File: config.mk
export PLATFORM = sky130hd
export DESIGN_NAME = system_reset_controller
export DESIGN_NICKNAME = d
export VERILOG_FILES = /design/src/design/reset_ctl_pkg.sv /design/src/design/system_reset_controller.sv
export VERILOG_INCLUDE_DIRS = /design/src /design/src/design
export SDC_FILE = /design/constraint.sdc
export NUM_CORES = 1
export LEC_CHECK = 0
export BUFFER_PORTS_ARGS = -buffer_cell sky130_fd_sc_hd__buf_2
export CORE_MARGIN = 4
export CORE_UTILIZATION = 38
export DETAILED_ROUTE_END_ITERATION = 8
export PLACE_DENSITY = 0.61
export SYNTH_ARGS = -nofsm -noshare
export SYNTH_HDL_FRONTEND = slang
export SYNTH_SLANG_ARGS = --single-unit
File: constraint.sdc
create_clock -name CLK -period 2.07 [get_ports CLK]
set_clock_uncertainty 0.15 [all_clocks]
set_input_delay 0.207 -clock CLK [delete_from_list [all_inputs] [get_ports CLK]]
set_output_delay 0.207 -clock CLK [all_outputs]
set_load 0.1 [all_outputs]
File: src/design/reset_ctl_cfg.svh
/*
 * offsets, field positions, reset values and timing counts of the
 * system reset controller. included by the design, the checker and the test.
 */
`ifndef RESET_CTL_CFG_SVH
`define RESET_CTL_CFG_SVH

`define OFS_CAUSE        8'h00
`define OFS_TRIGGER      8'h04
`define OFS_UNLOCK       8'h08
`define OFS_IRQ_STATUS   8'h0c
`define OFS_IRQ_MASK     8'h10

`define BIT_CFG_MISMATCH 9
`define BIT_REG_SLEEP    8
`define BIT_EXT_PIN      7
`define BIT_SOFTWARE     6
`define BIT_WATCHDOG     4
`define BIT_SLEEP_WAKE   3
`define BIT_IDLE_WAKE    2
`define BIT_BROWNOUT     1
`define BIT_POWER_ON     0
`define BIT_TRIGGER      0
`define CAUSE_MASK       32'h0000_03df

`define KEY_FIRST        32'haa99_6655
`define KEY_SECOND       32'h5566_99aa
`define POR_FLAGS        10'h003

`define RST_HOLD_NS      1000
`define CLK_PERIOD_NS    100
`define RST_HOLD_CYC     ((`RST_HOLD_NS + `CLK_PERIOD_NS - 1) / `CLK_PERIOD_NS)

`endif

File: src/design/reset_ctl_pkg.sv
/*
 * types of the system reset controller.
 * assumes reset_ctl_cfg.svh is on the include path.
 */
package reset_ctl_pkg;
	typedef struct packed {
		logic [7:0]  addr;
		logic [31:0] wdata;
		logic        wr;
		logic        rd;
	} bus_req_s;

	typedef struct packed {
		logic power_on;
		logic clear_pin;
		logic watchdog;
		logic brownout;
		logic cfg_mismatch;
		logic in_sleep;
		logic in_idle;
	} sources_s;

	typedef enum logic [1:0] {LOCKED, KEY1_SEEN, UNLOCKED} lock_e;
	typedef enum logic [1:0] {RUN, HOLD} rst_e;
endpackage

File: src/design/system_reset_controller.sv
/*
 * system reset controller: merges reset sources into one master system
 * reset, keeps sticky cause and wake flags, software reset trigger behind
 * an unlock sequence, event interrupt with status and mask.
 * assumes: RESETN is the power-on reset (asynchronous, active low); the
 * other sources are asynchronous levels from detectors; register bus is
 * synchronous to CLK.
 */
// The strobed register port and the register offsets were left to the implementer.
// Notes on behaviour
// - all reset sources merge into one master system reset output
// - six sources: power-on, clear pin, software, watchdog, brown-out, mismatch
// - configuration mismatch reset sets bit 9; software may write it
// - bit 8 set keeps regulator on in sleep, clear turns it off
// - clear pin reset sets bit 7
// - executed software reset sets bit 6
// - watchdog time-out sets bit 4
// - having been in sleep sets bit 3
// - having been in idle sets bit 2
// - brown-out reset sets bit 1; reads 1 after power-on
// - power-on reset sets bit 0; reads 1 after power-on
// - power-on and brown-out flags stay set until software writes zero
// - bits 31 to 10 and bit 5 read zero, writes ignored
// - writing 1 to trigger bit starts software reset, bit self-clears
// - trigger writes accepted only after unlock sequence completes
`include "reset_ctl_cfg.svh"

module system_reset_controller (
	input  wire logic                    CLK,
	input  wire logic                    RESETN,
	input  wire logic                    CLEAR_PIN_N,
	input  wire logic                    WATCHDOG_TIMEOUT,
	input  wire logic                    BROWNOUT,
	input  wire logic                    CONFIG_MISMATCH,
	input  wire logic                    IN_SLEEP,
	input  wire logic                    IN_IDLE,
	input  wire logic [7:0]              ADDR,
	input  wire logic [31:0]             WDATA,
	input  wire logic                    WR,
	input  wire logic                    RD,
	output logic      [31:0]             RDATA,
	output logic                         MASTER_SYSTEM_RESET,
	output logic                         REGULATOR_ON,
	output logic                         IRQ
);
	import reset_ctl_pkg::*;

	localparam logic [3:0] HOLD_CYC = 4'(`RST_HOLD_CYC);

	typedef struct packed {
		logic [9:0]  cause;
		logic [9:0]  irq_status;
		logic [9:0]  irq_mask;
		lock_e       lock;
		rst_e        rst_state;
		logic [3:0]  hold_cnt;
		logic        sw_req;
		sources_s    src_prev;
		logic [31:0] rdata;
	} state_s;

	logic     [1:0]  por_sync;
	logic            rst_n;
	sources_s        src_meta;
	sources_s        src;
	bus_req_s        req;
	state_s          st;
	state_s          next_st;
	logic     [9:0]  hw_set;
	logic            any_src;
	logic            trig_ok;

	// power-on reset release; only this reset touches the cause flags
	always_ff @(posedge CLK or negedge RESETN) begin
		if (!RESETN)
			por_sync <= 2'h0;
		else
			por_sync <= {por_sync[0], 1'b1};
	end
	assign rst_n = por_sync[1];

	always_ff @(posedge CLK or negedge rst_n) begin
		if (!rst_n) begin
			src_meta <= '0;
			src      <= '0;
		end else begin
			src_meta <= '{power_on: 1'b0, clear_pin: ~CLEAR_PIN_N,
				watchdog: WATCHDOG_TIMEOUT, brownout: BROWNOUT,
				cfg_mismatch: CONFIG_MISMATCH, in_sleep: IN_SLEEP,
				in_idle: IN_IDLE};
			src      <= src_meta;
		end
	end

	assign req = '{addr: ADDR, wdata: WDATA, wr: WR, rd: RD};

	always_comb begin
		next_st = st;
		hw_set  = '0;
		// rising edges of pin, watchdog, brown-out and mismatch set their flags; sleep, idle and sw_req set theirs while high
		hw_set[`BIT_EXT_PIN]      = src.clear_pin & ~st.src_prev.clear_pin;
		hw_set[`BIT_WATCHDOG]     = src.watchdog & ~st.src_prev.watchdog;
		hw_set[`BIT_BROWNOUT]     = src.brownout & ~st.src_prev.brownout;
		hw_set[`BIT_CFG_MISMATCH] =
			src.cfg_mismatch & ~st.src_prev.cfg_mismatch;
		hw_set[`BIT_SLEEP_WAKE]   = src.in_sleep;
		hw_set[`BIT_IDLE_WAKE]    = src.in_idle;
		hw_set[`BIT_SOFTWARE]     = st.sw_req;
		next_st.src_prev = src;
		next_st.sw_req   = 1'b0;
		next_st.rdata    = '0;
		trig_ok = req.wr && req.addr == `OFS_TRIGGER
			&& st.lock == UNLOCKED;

		if (req.wr) begin
			unique case (req.addr)
			`OFS_CAUSE: begin
				// flags written directly, zero clears power-on/brown-out
				next_st.cause = req.wdata[9:0] & 10'(`CAUSE_MASK);
			end
			`OFS_TRIGGER: begin
				if (trig_ok && req.wdata[`BIT_TRIGGER])
					next_st.sw_req = 1'b1;
			end
			`OFS_IRQ_MASK: next_st.irq_mask = req.wdata[9:0] & 10'(`CAUSE_MASK);
			default: ;
			endcase
		end

		// unlock: the two keys in order at the unlock offset; any other unlock or trigger write relocks
		if (req.wr) begin
			if (req.addr == `OFS_UNLOCK && req.wdata == `KEY_FIRST)
				next_st.lock = KEY1_SEEN;
			else if (req.addr == `OFS_UNLOCK && req.wdata == `KEY_SECOND
				&& st.lock == KEY1_SEEN)
				next_st.lock = UNLOCKED;
			else if (req.addr == `OFS_TRIGGER)
				next_st.lock = LOCKED;
			else if (req.addr == `OFS_UNLOCK)
				next_st.lock = LOCKED;
		end

		if (req.rd) begin
			unique case (req.addr)
			`OFS_CAUSE:      next_st.rdata = {22'h0, st.cause};
			`OFS_IRQ_STATUS: begin
				next_st.rdata      = {22'h0, st.irq_status};
				next_st.irq_status = '0;
			end
			`OFS_IRQ_MASK:   next_st.rdata = {22'h0, st.irq_mask};
			default:         next_st.rdata = '0;
			endcase
		end

		// hardware set wins over software write or read clear
		next_st.cause      = next_st.cause | hw_set;
		next_st.irq_status = next_st.irq_status | (hw_set & ~st.cause);

		// master reset hold sequencer
		any_src = src.clear_pin | src.watchdog | src.brownout
			| src.cfg_mismatch | st.sw_req;
		unique case (st.rst_state)
		RUN: begin
			if (any_src) begin
				next_st.rst_state = HOLD;
				next_st.hold_cnt  = HOLD_CYC;
			end
		end
		HOLD: begin
			if (any_src)
				next_st.hold_cnt = HOLD_CYC;
			else if (st.hold_cnt == 4'h1)
				next_st.rst_state = RUN;
			else
				next_st.hold_cnt = st.hold_cnt - 4'h1;
		end
		// unused state code: fall back into a fresh hold
		default: begin
			next_st.rst_state = HOLD;
			next_st.hold_cnt  = HOLD_CYC;
		end
		endcase
		if (st.rst_state == HOLD)
			next_st.lock = LOCKED;
	end

	// reset only by power-on; the master reset hold only relocks the unlock state
	always_ff @(posedge CLK or negedge rst_n) begin
		if (!rst_n) begin
			st            <= '0;
			st.cause      <= `POR_FLAGS;
			st.irq_status <= `POR_FLAGS;
			st.lock       <= LOCKED;
			st.rst_state  <= HOLD;
			st.hold_cnt   <= HOLD_CYC;
		end else begin
			st <= next_st;
		end
	end

	assign RDATA = st.rdata;
	assign MASTER_SYSTEM_RESET = st.rst_state == HOLD || !rst_n;
	assign REGULATOR_ON = st.cause[`BIT_REG_SLEEP] | ~src.in_sleep;
	assign IRQ = |(st.irq_status & st.irq_mask);
endmodule // system_reset_controller

# --- Yosys cells after proc, flatten, opt, wreduce, memory -nomap -nowiden ---
# Index checks and enable logic that the tools add are counted.
op_classes:
  addsub: 1
  n_eq_ne: 14
  n_mux: 21
  bitwise_logic: 20
  n_reduce_logical: 17
ops:
  columns: ["operator", "count"]
  rows:
  - ["two-way mux 10 bit", 5]
  - ["equality test 32 x 31 -> 1 bit, second input constant", 1]
  - ["equality test 32 bit, second input constant", 1]
  - ["one-hot mux 10 bit (3 select lines)", 1]
  - ["bitwise AND 10 bit", 2]
  - ["bitwise OR 10 bit", 2]
  - ["equality test 8 x 4 -> 1 bit, second input constant", 2]
  - ["two-way mux 2 bit", 8]
  - ["one-hot mux 6 bit (2 select lines)", 1]
  - ["inverter 10 bit", 1]
  - ["OR reduction 10 bit", 1]
  - ["equality test 8 x 3 -> 1 bit, second input constant", 1]
  - ["equality test 8 x 5 -> 1 bit, second input constant", 1]
  - ["logical NOT 8 bit", 1]
  - ["two-way mux 4 bit", 2]
  - ["logical AND 1 bit", 6]
  - ["two-way mux 6 bit", 1]
  - ["!= test 2 bit, second input constant", 3]
  - ["inverter 1 bit", 6]
  - ["AND reduction 2 bit", 3]
  - ["bitwise OR 1 bit", 5]
  - ["nonzero test 5 bit", 1]
  - ["bitwise AND 1 bit", 4]
  - ["equality test 2 x 1 -> 1 bit, second input constant", 2]
  - ["other kinds (10)", 12]
totals:
  reg_bits: 88
  out_inout_bits: 35
  elab_cells: 98

# --- Depth between registers and ports, before layout ---
# Gate-level depths: netlist of run 1.
depth:
  depth_word: 7
  ltp_mapped: 6

# --- Worst setup path after synthesis of run 1 ---
# OpenSTA, ideal clock, no wires.
synth_path:
  kind: "register to output"
  start: "register por_sync[1]"
  end: "output MASTER_SYSTEM_RESET"
  arrival_time_ns: 2.622
  setup_slack_ns: -0.909
  path_stages_with_launch: 2
  path_buffers: 0
  cell_sequence: "dfrtp_1 > nand2b_1"
synth_via:
  elab_chain_cells: 2
synth_rtl:
  columns: ["item", "line_no", "rtl"]
  rows:
  - ["start: declaration", "system_reset_controller.sv:62", "logic [1:0] por_sync;"]
  - ["start signal: assignment", "system_reset_controller.sv:78", "por_sync <= {por_sync[0], 1'b1};"]
  - ["logical NOT 1 bit", "system_reset_controller.sv:202", "assign MASTER_SYSTEM_RESET = st.rst_state == HOLD || !rst_n;"]
  - ["logical OR 1 bit", "system_reset_controller.sv:202", null]
  - ["end: declaration", "system_reset_controller.sv:42", "output logic MASTER_SYSTEM_RESET,"]
# Every way passes these cells.

==> out/qor.csv, run 1 <==
metric,value,unit
status,"complete, no violations",
ys_seq_area_frac,0.531,
critical_path_arrival,1.98,ns
min_period,1.87,ns
rsz0062_at_grt,no,
crit_fanout,14,
fin_tns_setup,0,ns
wl,6210,um
drv_slew,0,
synth_fa_ha_area_frac,0.00866,
grt_usage,0.153,
wire_per_inst,14.5,um
synthTopCellsByArea,"dfrtp_1, buf_4, mux2_2",
r2r-end,st[40]$_DFFE_PN0P_,
clock_latency,0.33,ns
final_antenna_net_count,0,
synth_edf_count,0,
vias_per_cell,4.68,
synth_cells,246,
cts_sinks,61,
antenna_found_initial,0,
seqPwrFrac,0.441,
first_pass_iters,4,
die_area,0.00906,sq mm
hold-worst-slack,0.0203,ns
diodes,0,
post-route-period-util,0.902,
vias,2003,
setup_viol_count_final,0,
cp-endpoint,hw_set[6]$_DFF_PN0_,
cts_made_buffers,9,
hold_viol,0,
ys.flop_type,dfrtp_1,
synth_common_cells,"dfrtp_1, buf_4, mux2_2, nand2_1, nor4bb_1",
overflow,0,
critPathRequiredTime,2.18,ns
layout-drive-gt1-share,0.347,
yosys.area_share.simple,0.176,
cts_buffer_depth,2,
dp_hpwl,4600,um
maxCapViolCount,0,
r2r_start,st[41]$_DFFE_PN1P_,
final_area,0.00356,sq mm
rows,31,
endpoint_kind,flip-flop,
synth-compound-area-share,0.0853,
ir_worst_vdd,0.556,mV
r2r_slack,0.50,ns
crit_type,in -> reg,
power.switching,0.782,mW
power_density,806,mW/mm^2
die_h,95.2,um
yosysMostFrequentCell,dfrtp_1,
path_clk_slew,0.06,ns
min_path_type,in -> reg,
synth.top_cell.area_share,0.468,
synth_top_family_by_area,simple AND/OR/NAND/NOR gates,
cts_root_buf,clkbuf_8,
synth_area,0.00289,sq mm
ctsHtreeMaxLevel,3,
die-width,95.2,um
start_util,0.394,
synth_cell_types,41,
nets,376,
netSwitchingFraction,0.273,
grt_pass1_vias,2147,
power_leakage,1.70,nW
dpl-instance-area,0.00321,sq mm
grt_max_degree,60,
tightest_slew,0.714,ns
portBuffers,61,
startpoint,ADDR[4],
synthXorXnorAreaFrac,0.0121,
slew_headroom,0.524,
drt_iter0_markers,79,
worstSetupStartpointType,input pin,
clockPowerShare,0.409,
drc,0,
synth.ff_latch_count,61,
synth_top_area_cell,dfrtp_1,
core,0.00733,sq mm
async_flop_share,1.00,
reg2reg_depth,6,
tritoncts,built,
globalplace.congestion,0.811,
synth_mux_area_frac,0.0801,
grt_pass1_wl,10400,um
power_frac_comb,0.150,
p_int,2.09,mW
syn_avg_cell_area,11.7,sq um
yosysWarnings,0,
area_growth,23.1,%
pin_count,85,
fmax,536,MHz
-- layer usage --
layer,GRT usage,up-vias,part of all wire
li1,-,979,-
met1,0.185,973,0.42
met2,0.258,47,0.52
met3,0.0576,4,0.054
met4,0.0361,0,0.0061
met5,0,-,0
-- worst min path at each step --
stage                    from               endpoint  slack [ns]  cells past startpoint
global placement       RESETN  por_sync[0]$_DFF_PN0_       -0.15                      1
floorplan              RESETN  por_sync[0]$_DFF_PN0_       -0.24                      0
CTS                 WDATA[27]     st[47]$_DFFE_PN0P_      0.0008                      4
finish               WDATA[4]       st[72]$_DFF_PN0_        0.02                      3
global route         WDATA[2]     st[50]$_DFFE_PN0P_        0.02                      2
detailed placement     RESETN  por_sync[0]$_DFF_PN0_       -0.16                      1
-- flip-flops by register name, indices dropped and copies added (netlist names) --
signal / flops
next_st: 4
st: 37
hw_set: 3
src_meta: 6
RDATA: 9
por_sync: 2
-- critical path, cell delays in order --
cell	delay, ns
buf_2	0.10
buf_4	0.18
nor4b_1	0.42
buf_4	0.19
nand2_1	0.05
nor4_1	0.24
dlygate4sd3_1	0.58
-- cell type report --
cell class / count / area [sq um]
sequential: 61 / 1540
inverter: 11 / 41.3
fill: 691 / 3770
clock inverter: 4 / 70.1
tap: 99 / 124
timing repair buffer: 80 / 490
multi-input combinational: 161 / 1140
clock buffer: 12 / 155
-- power groups by stage --
stage,combinational (mW),sequential (mW),clock (mW)
after floorplan,0.339,1.29,0
after global placement,0.412,1.29,0
after detailed placement,0.414,1.29,0
after CTS,0.431,1.26,1.22
after global routing,0.458,1.27,1.28
final,0.429,1.27,1.17
-- logic make-up (layout without fill, tap and decap cells) --
kind of cell               count (synthesis)  after routing
buffers and inverters                     46            107
xor gates and xnor gates                   4              4
and+or+nand+nor                           78             78
muxes                                     21             21
AOI/OAI and AO/OA                         32             32
DFF                                       61             61
other                                      2             24
adders and majority gates                  2              2
-- layout by cell type, fill, tap and decap left out, types with 4 or more instances in the layout --
cell type | netlist | layout
buf_2 | 0 | 61
dfrtp_1 | 54 | 53
conb_1 | 2 | 24
mux2_2 | 17 | 17
nand2_1 | 14 | 14
nor4bb_1 | 14 | 14
a22oi_1 | 12 | 12
dlygate4sd3_1 | 0 | 12
inv_1 | 11 | 11
nor2_1 | 11 | 11
clkbuf_8 | 0 | 11
nor2b_1 | 8 | 8
dfstp_2 | 7 | 7
buf_4 | 32 | 6
nand2b_1 | 6 | 5
nand3_1 | 5 | 5
nand4_1 | 5 | 5
mux2i_1 | 4 | 4
o2bb2ai_1 | 4 | 4
-- timing repair --
| action | CTS | global route |
|---|---|---|
| hold buffers | 12 | 0 |
| hold endpoints to repair | 14 | 0 |
| endpoints found under the setup margin | 0 | 0 |
| setup buffers | 0 | 0 |
| resized for setup | 0 | 0 |
-- stage by stage --
step,power (mW),cells,worst slack (ns),util
2_1_floorplan,1.63,268,0.112,-
4_1_cts,2.92,428,0.177,0.485
5_1_grt,3.01,428,0.0801,0.485
6_report,2.87,428,0.203,0.485
3_5_place_dp,1.70,400,0.117,0.438
3_3_place_gp,1.70,400,0.144,0.438
Note: power is estimated with default switching activity, not from simulation.
==> run 2: changes to the inputs <==
==> constraint.sdc (replaced) <==
create_clock -name CLK -period 2.07 [get_ports CLK]
set_clock_uncertainty 0.15 [all_clocks]
set_input_delay 0.1035 -clock CLK [delete_from_list [all_inputs] [get_ports CLK]]
set_output_delay 0.1035 -clock CLK [all_outputs]
set_load 0.1 [all_outputs]
==> run 2 against run 1 <==
Net effect: hold slack gained 0.056 ns; via count grew 13%; flip-flop and latch count is the same; setup slack lost 0.12 ns; clock-buffer cell count grew 1; final cell count grew 7.5%; combinational power grew 12%; global-route usage grew 1.9 points; critical endpoint is now st[46]$_DFFE_PN0P_.
==> out/qor.csv, run 2 (synthesized netlist as in run 1, its figures left out) <==
metric,value,unit,change
status,"complete, no violations",,unchanged
setup_viol_count_final,0,,unchanged
netSwitchingFraction,0.287,,was 0.273
grtUsageMet1,0.190,,was 0.185
min_period,1.98,ns,was 1.87 ns
drv_slew,0,,unchanged
fin_tns_setup,0,ns,unchanged
power.switching,0.818,mW,was 0.782 mW
critical_path_arrival,2.06,ns,was 1.98 ns
drt_iter0_markers,105,,was 79
final_area,0.00386,sq mm,was 0.00356 sq mm
cts_resized,0,,unchanged
path_clk_slew,0.06,ns,about the same
rsz0062_at_grt,no,,unchanged
min_path_type,in -> reg,,unchanged
dpl-instance-area,0.00318,sq mm,was 0.00321 sq mm
holdCritStartpoint,WDATA[25],,was WDATA[4]
die_h,95.2,um,unchanged
clock_latency,0.34,ns,was 0.33 ns
fmax,504,MHz,was 536 MHz
first_pass_iters,4,,unchanged
power_density,740,mW/mm^2,was 806 mW/mm^2
nets,408,,was 376
hold_depth,4,,was 3
p_int,2.04,mW,was 2.09 mW
fillers,638,,was 691
grt_pass1_wl,11600,um,"was 10,400 um"
core,0.00733,sq mm,unchanged
reg2reg_depth,6,,unchanged
vias_per_cell,4.91,,was 4.68
die-width,95.2,um,unchanged
postLayoutCoreUtil,0.526,,was 0.485
drc,0,,unchanged
overflow,0,,unchanged
r2r_start,st[41]$_DFFE_PN1P_,,unchanged
r2r_slack,0.47,ns,was 0.50 ns
grt_use_met3,0.0434,,was 0.0576
hold_end,st[46]$_DFFE_PN0P_,,was st[72]$_DFF_PN0_
regMostFlops,st,,unchanged
r2r-end,st[40]$_DFFE_PN0P_,,unchanged
tightest_slew,0.724,ns,was 0.714 ns
dp_hpwl,4650,um,was 4600 um
endpoint_kind,flip-flop,,unchanged
crit_fanout,2,,was 14
hold_viol,0,,unchanged
area_growth,33.4,%,was 23.1%
maxCapViolCount,0,,unchanged
pin_count,85,,unchanged
multiInputGateArea,0.00114,sq mm,unchanged
power_leakage,1.84,nW,was 1.70 nW
antenna_found_initial,0,,unchanged
largest_reg_flops,37,,unchanged
crit_type,in -> reg,,unchanged
met2_usage,0.303,,was 0.258
grt_pass1_vias,2415,,"was 2,147"
die_area,0.00906,sq mm,unchanged
cts_sinks,61,,unchanged
ctsHtreeMaxLevel,3,,unchanged
globalplace.congestion,0.810,,was 0.811
final_common_cell,buf_2,,unchanged
cts_setup_buffers,0,,unchanged
portBuffers,61,,unchanged
diodes,0,,unchanged
vias,2258,,"was 2,003"
grt_usage,0.172,,was 0.153
critPathRequiredTime,2.15,ns,was 2.18 ns
finalPower,2.85,mW,was 2.87 mW
wl,7160,um,was 6210 um
slew_headroom,0.517,,was 0.524
cts_made_buffers,9,,unchanged
post-route-period-util,0.958,,was 0.902
worstSetupStartpointType,input pin,,unchanged
holdBufCountCts,46,,was 12
rows,31,,unchanged
seqPwrFrac,0.443,,was 0.441
final_antenna_net_count,0,,unchanged
grt_max_degree,60,,unchanged
start_util,0.394,,unchanged
power_frac_comb,0.168,,was 0.150
wire_per_inst,15.6,um,was 14.5 um
busiest_layer,met2,,unchanged
clockPowerShare,0.389,,was 0.409
layout_common_cells,"buf_2, dfrtp_1, dlygate4sd3_1",,"was buf_2, dfrtp_1, conb_1"
cts_root_buf,clkbuf_8,,unchanged
layout-drive-gt1-share,0.310,,was 0.347
tritoncts,built,,unchanged
cts_buffer_depth,2,,unchanged
ir_worst_vdd,0.565,mV,was 0.556 mV
register_area,0.00154,sq mm,unchanged
==> run 2: cell count changes in the layout (fill, tap and decap cells not counted), sizes merged <==
cell,previous run,this run
dlygate4sd3,12,46
buf,68,66
bufinv,2,1
clkbuf,12,13
clkinv,2,1
clkinvlp,0,1
==> run 2: cell type report <==
| class | instances | area share |
|---|---|---|
| clock inverter | 3 | 0.0110 |
| timing repair buffer | 112 | 0.208 |
| clock buffer | 13 | 0.0438 |
| multi-input combinational | 161 | 0.296 |
| tap | 99 | 0.0321 |
| inverter | 11 | 0.0107 |
| sequential | 61 | 0.398 |
==> run 2: worst max path at each step <==
stage / from / to / slack (ns) / cells after the start
finish: WDATA[18] / st[46]$_DFFE_PN0P_ / 0.09 / 6
global route: WR / hw_set[6]$_DFF_PN0_ / 0.008 / 6
CTS: WR / hw_set[6]$_DFF_PN0_ / 0.10 / 6
detailed placement: ADDR[4] / st[61]$_DFF_PN0_ / 0.09 / 5
global placement: ADDR[4] / st[61]$_DFF_PN0_ / 0.13 / 5
floorplan: por_sync[1]$_DFF_PN0_ / MASTER_SYSTEM_RESET / 0.22 / 1
==> run 2: through the flow <==
stage | setup slack (ns) | cells | hold slack, ns
floorplan | 0.215 | 268 | -0.342
global placement | 0.128 | 398 | -0.258
detailed placement | 0.0915 | 398 | -0.258
CTS | 0.101 | 460 | 0.0290
global route | 0.00822 | 460 | 0.0844
finish | 0.0876 | 460 | 0.0768
==> run 2: power groups by stage <==
stage / clock (mW) / sequential, mW / combinational (mW)
detailed placement: 0 / 1.29 / 0.415
global route: 1.19 / 1.27 / 0.509
floorplan: 0 / 1.29 / 0.339
global placement: 0 / 1.28 / 0.410
finish: 1.11 / 1.26 / 0.479
CTS: 1.14 / 1.27 / 0.476
==> run 2: worst max-delay path: stages <==
cell and delay (ns):
dlygate4sd3_1 0.54, buf_2 0.13, nor4bb_1 0.33, dlygate4sd3_1 0.61, nand4_1 0.10, o31ai_1 0.24
==> run 2: routing by layer <==
| layer | share of wire | up-vias |
|---|---|---|
| met5 | 0 | - |
| met4 | 0.031 | 0 |
| met3 | 0.055 | 23 |
| met2 | 0.52 | 92 |
| met1 | 0.39 | 1101 |
| li1 | - | 1042 |
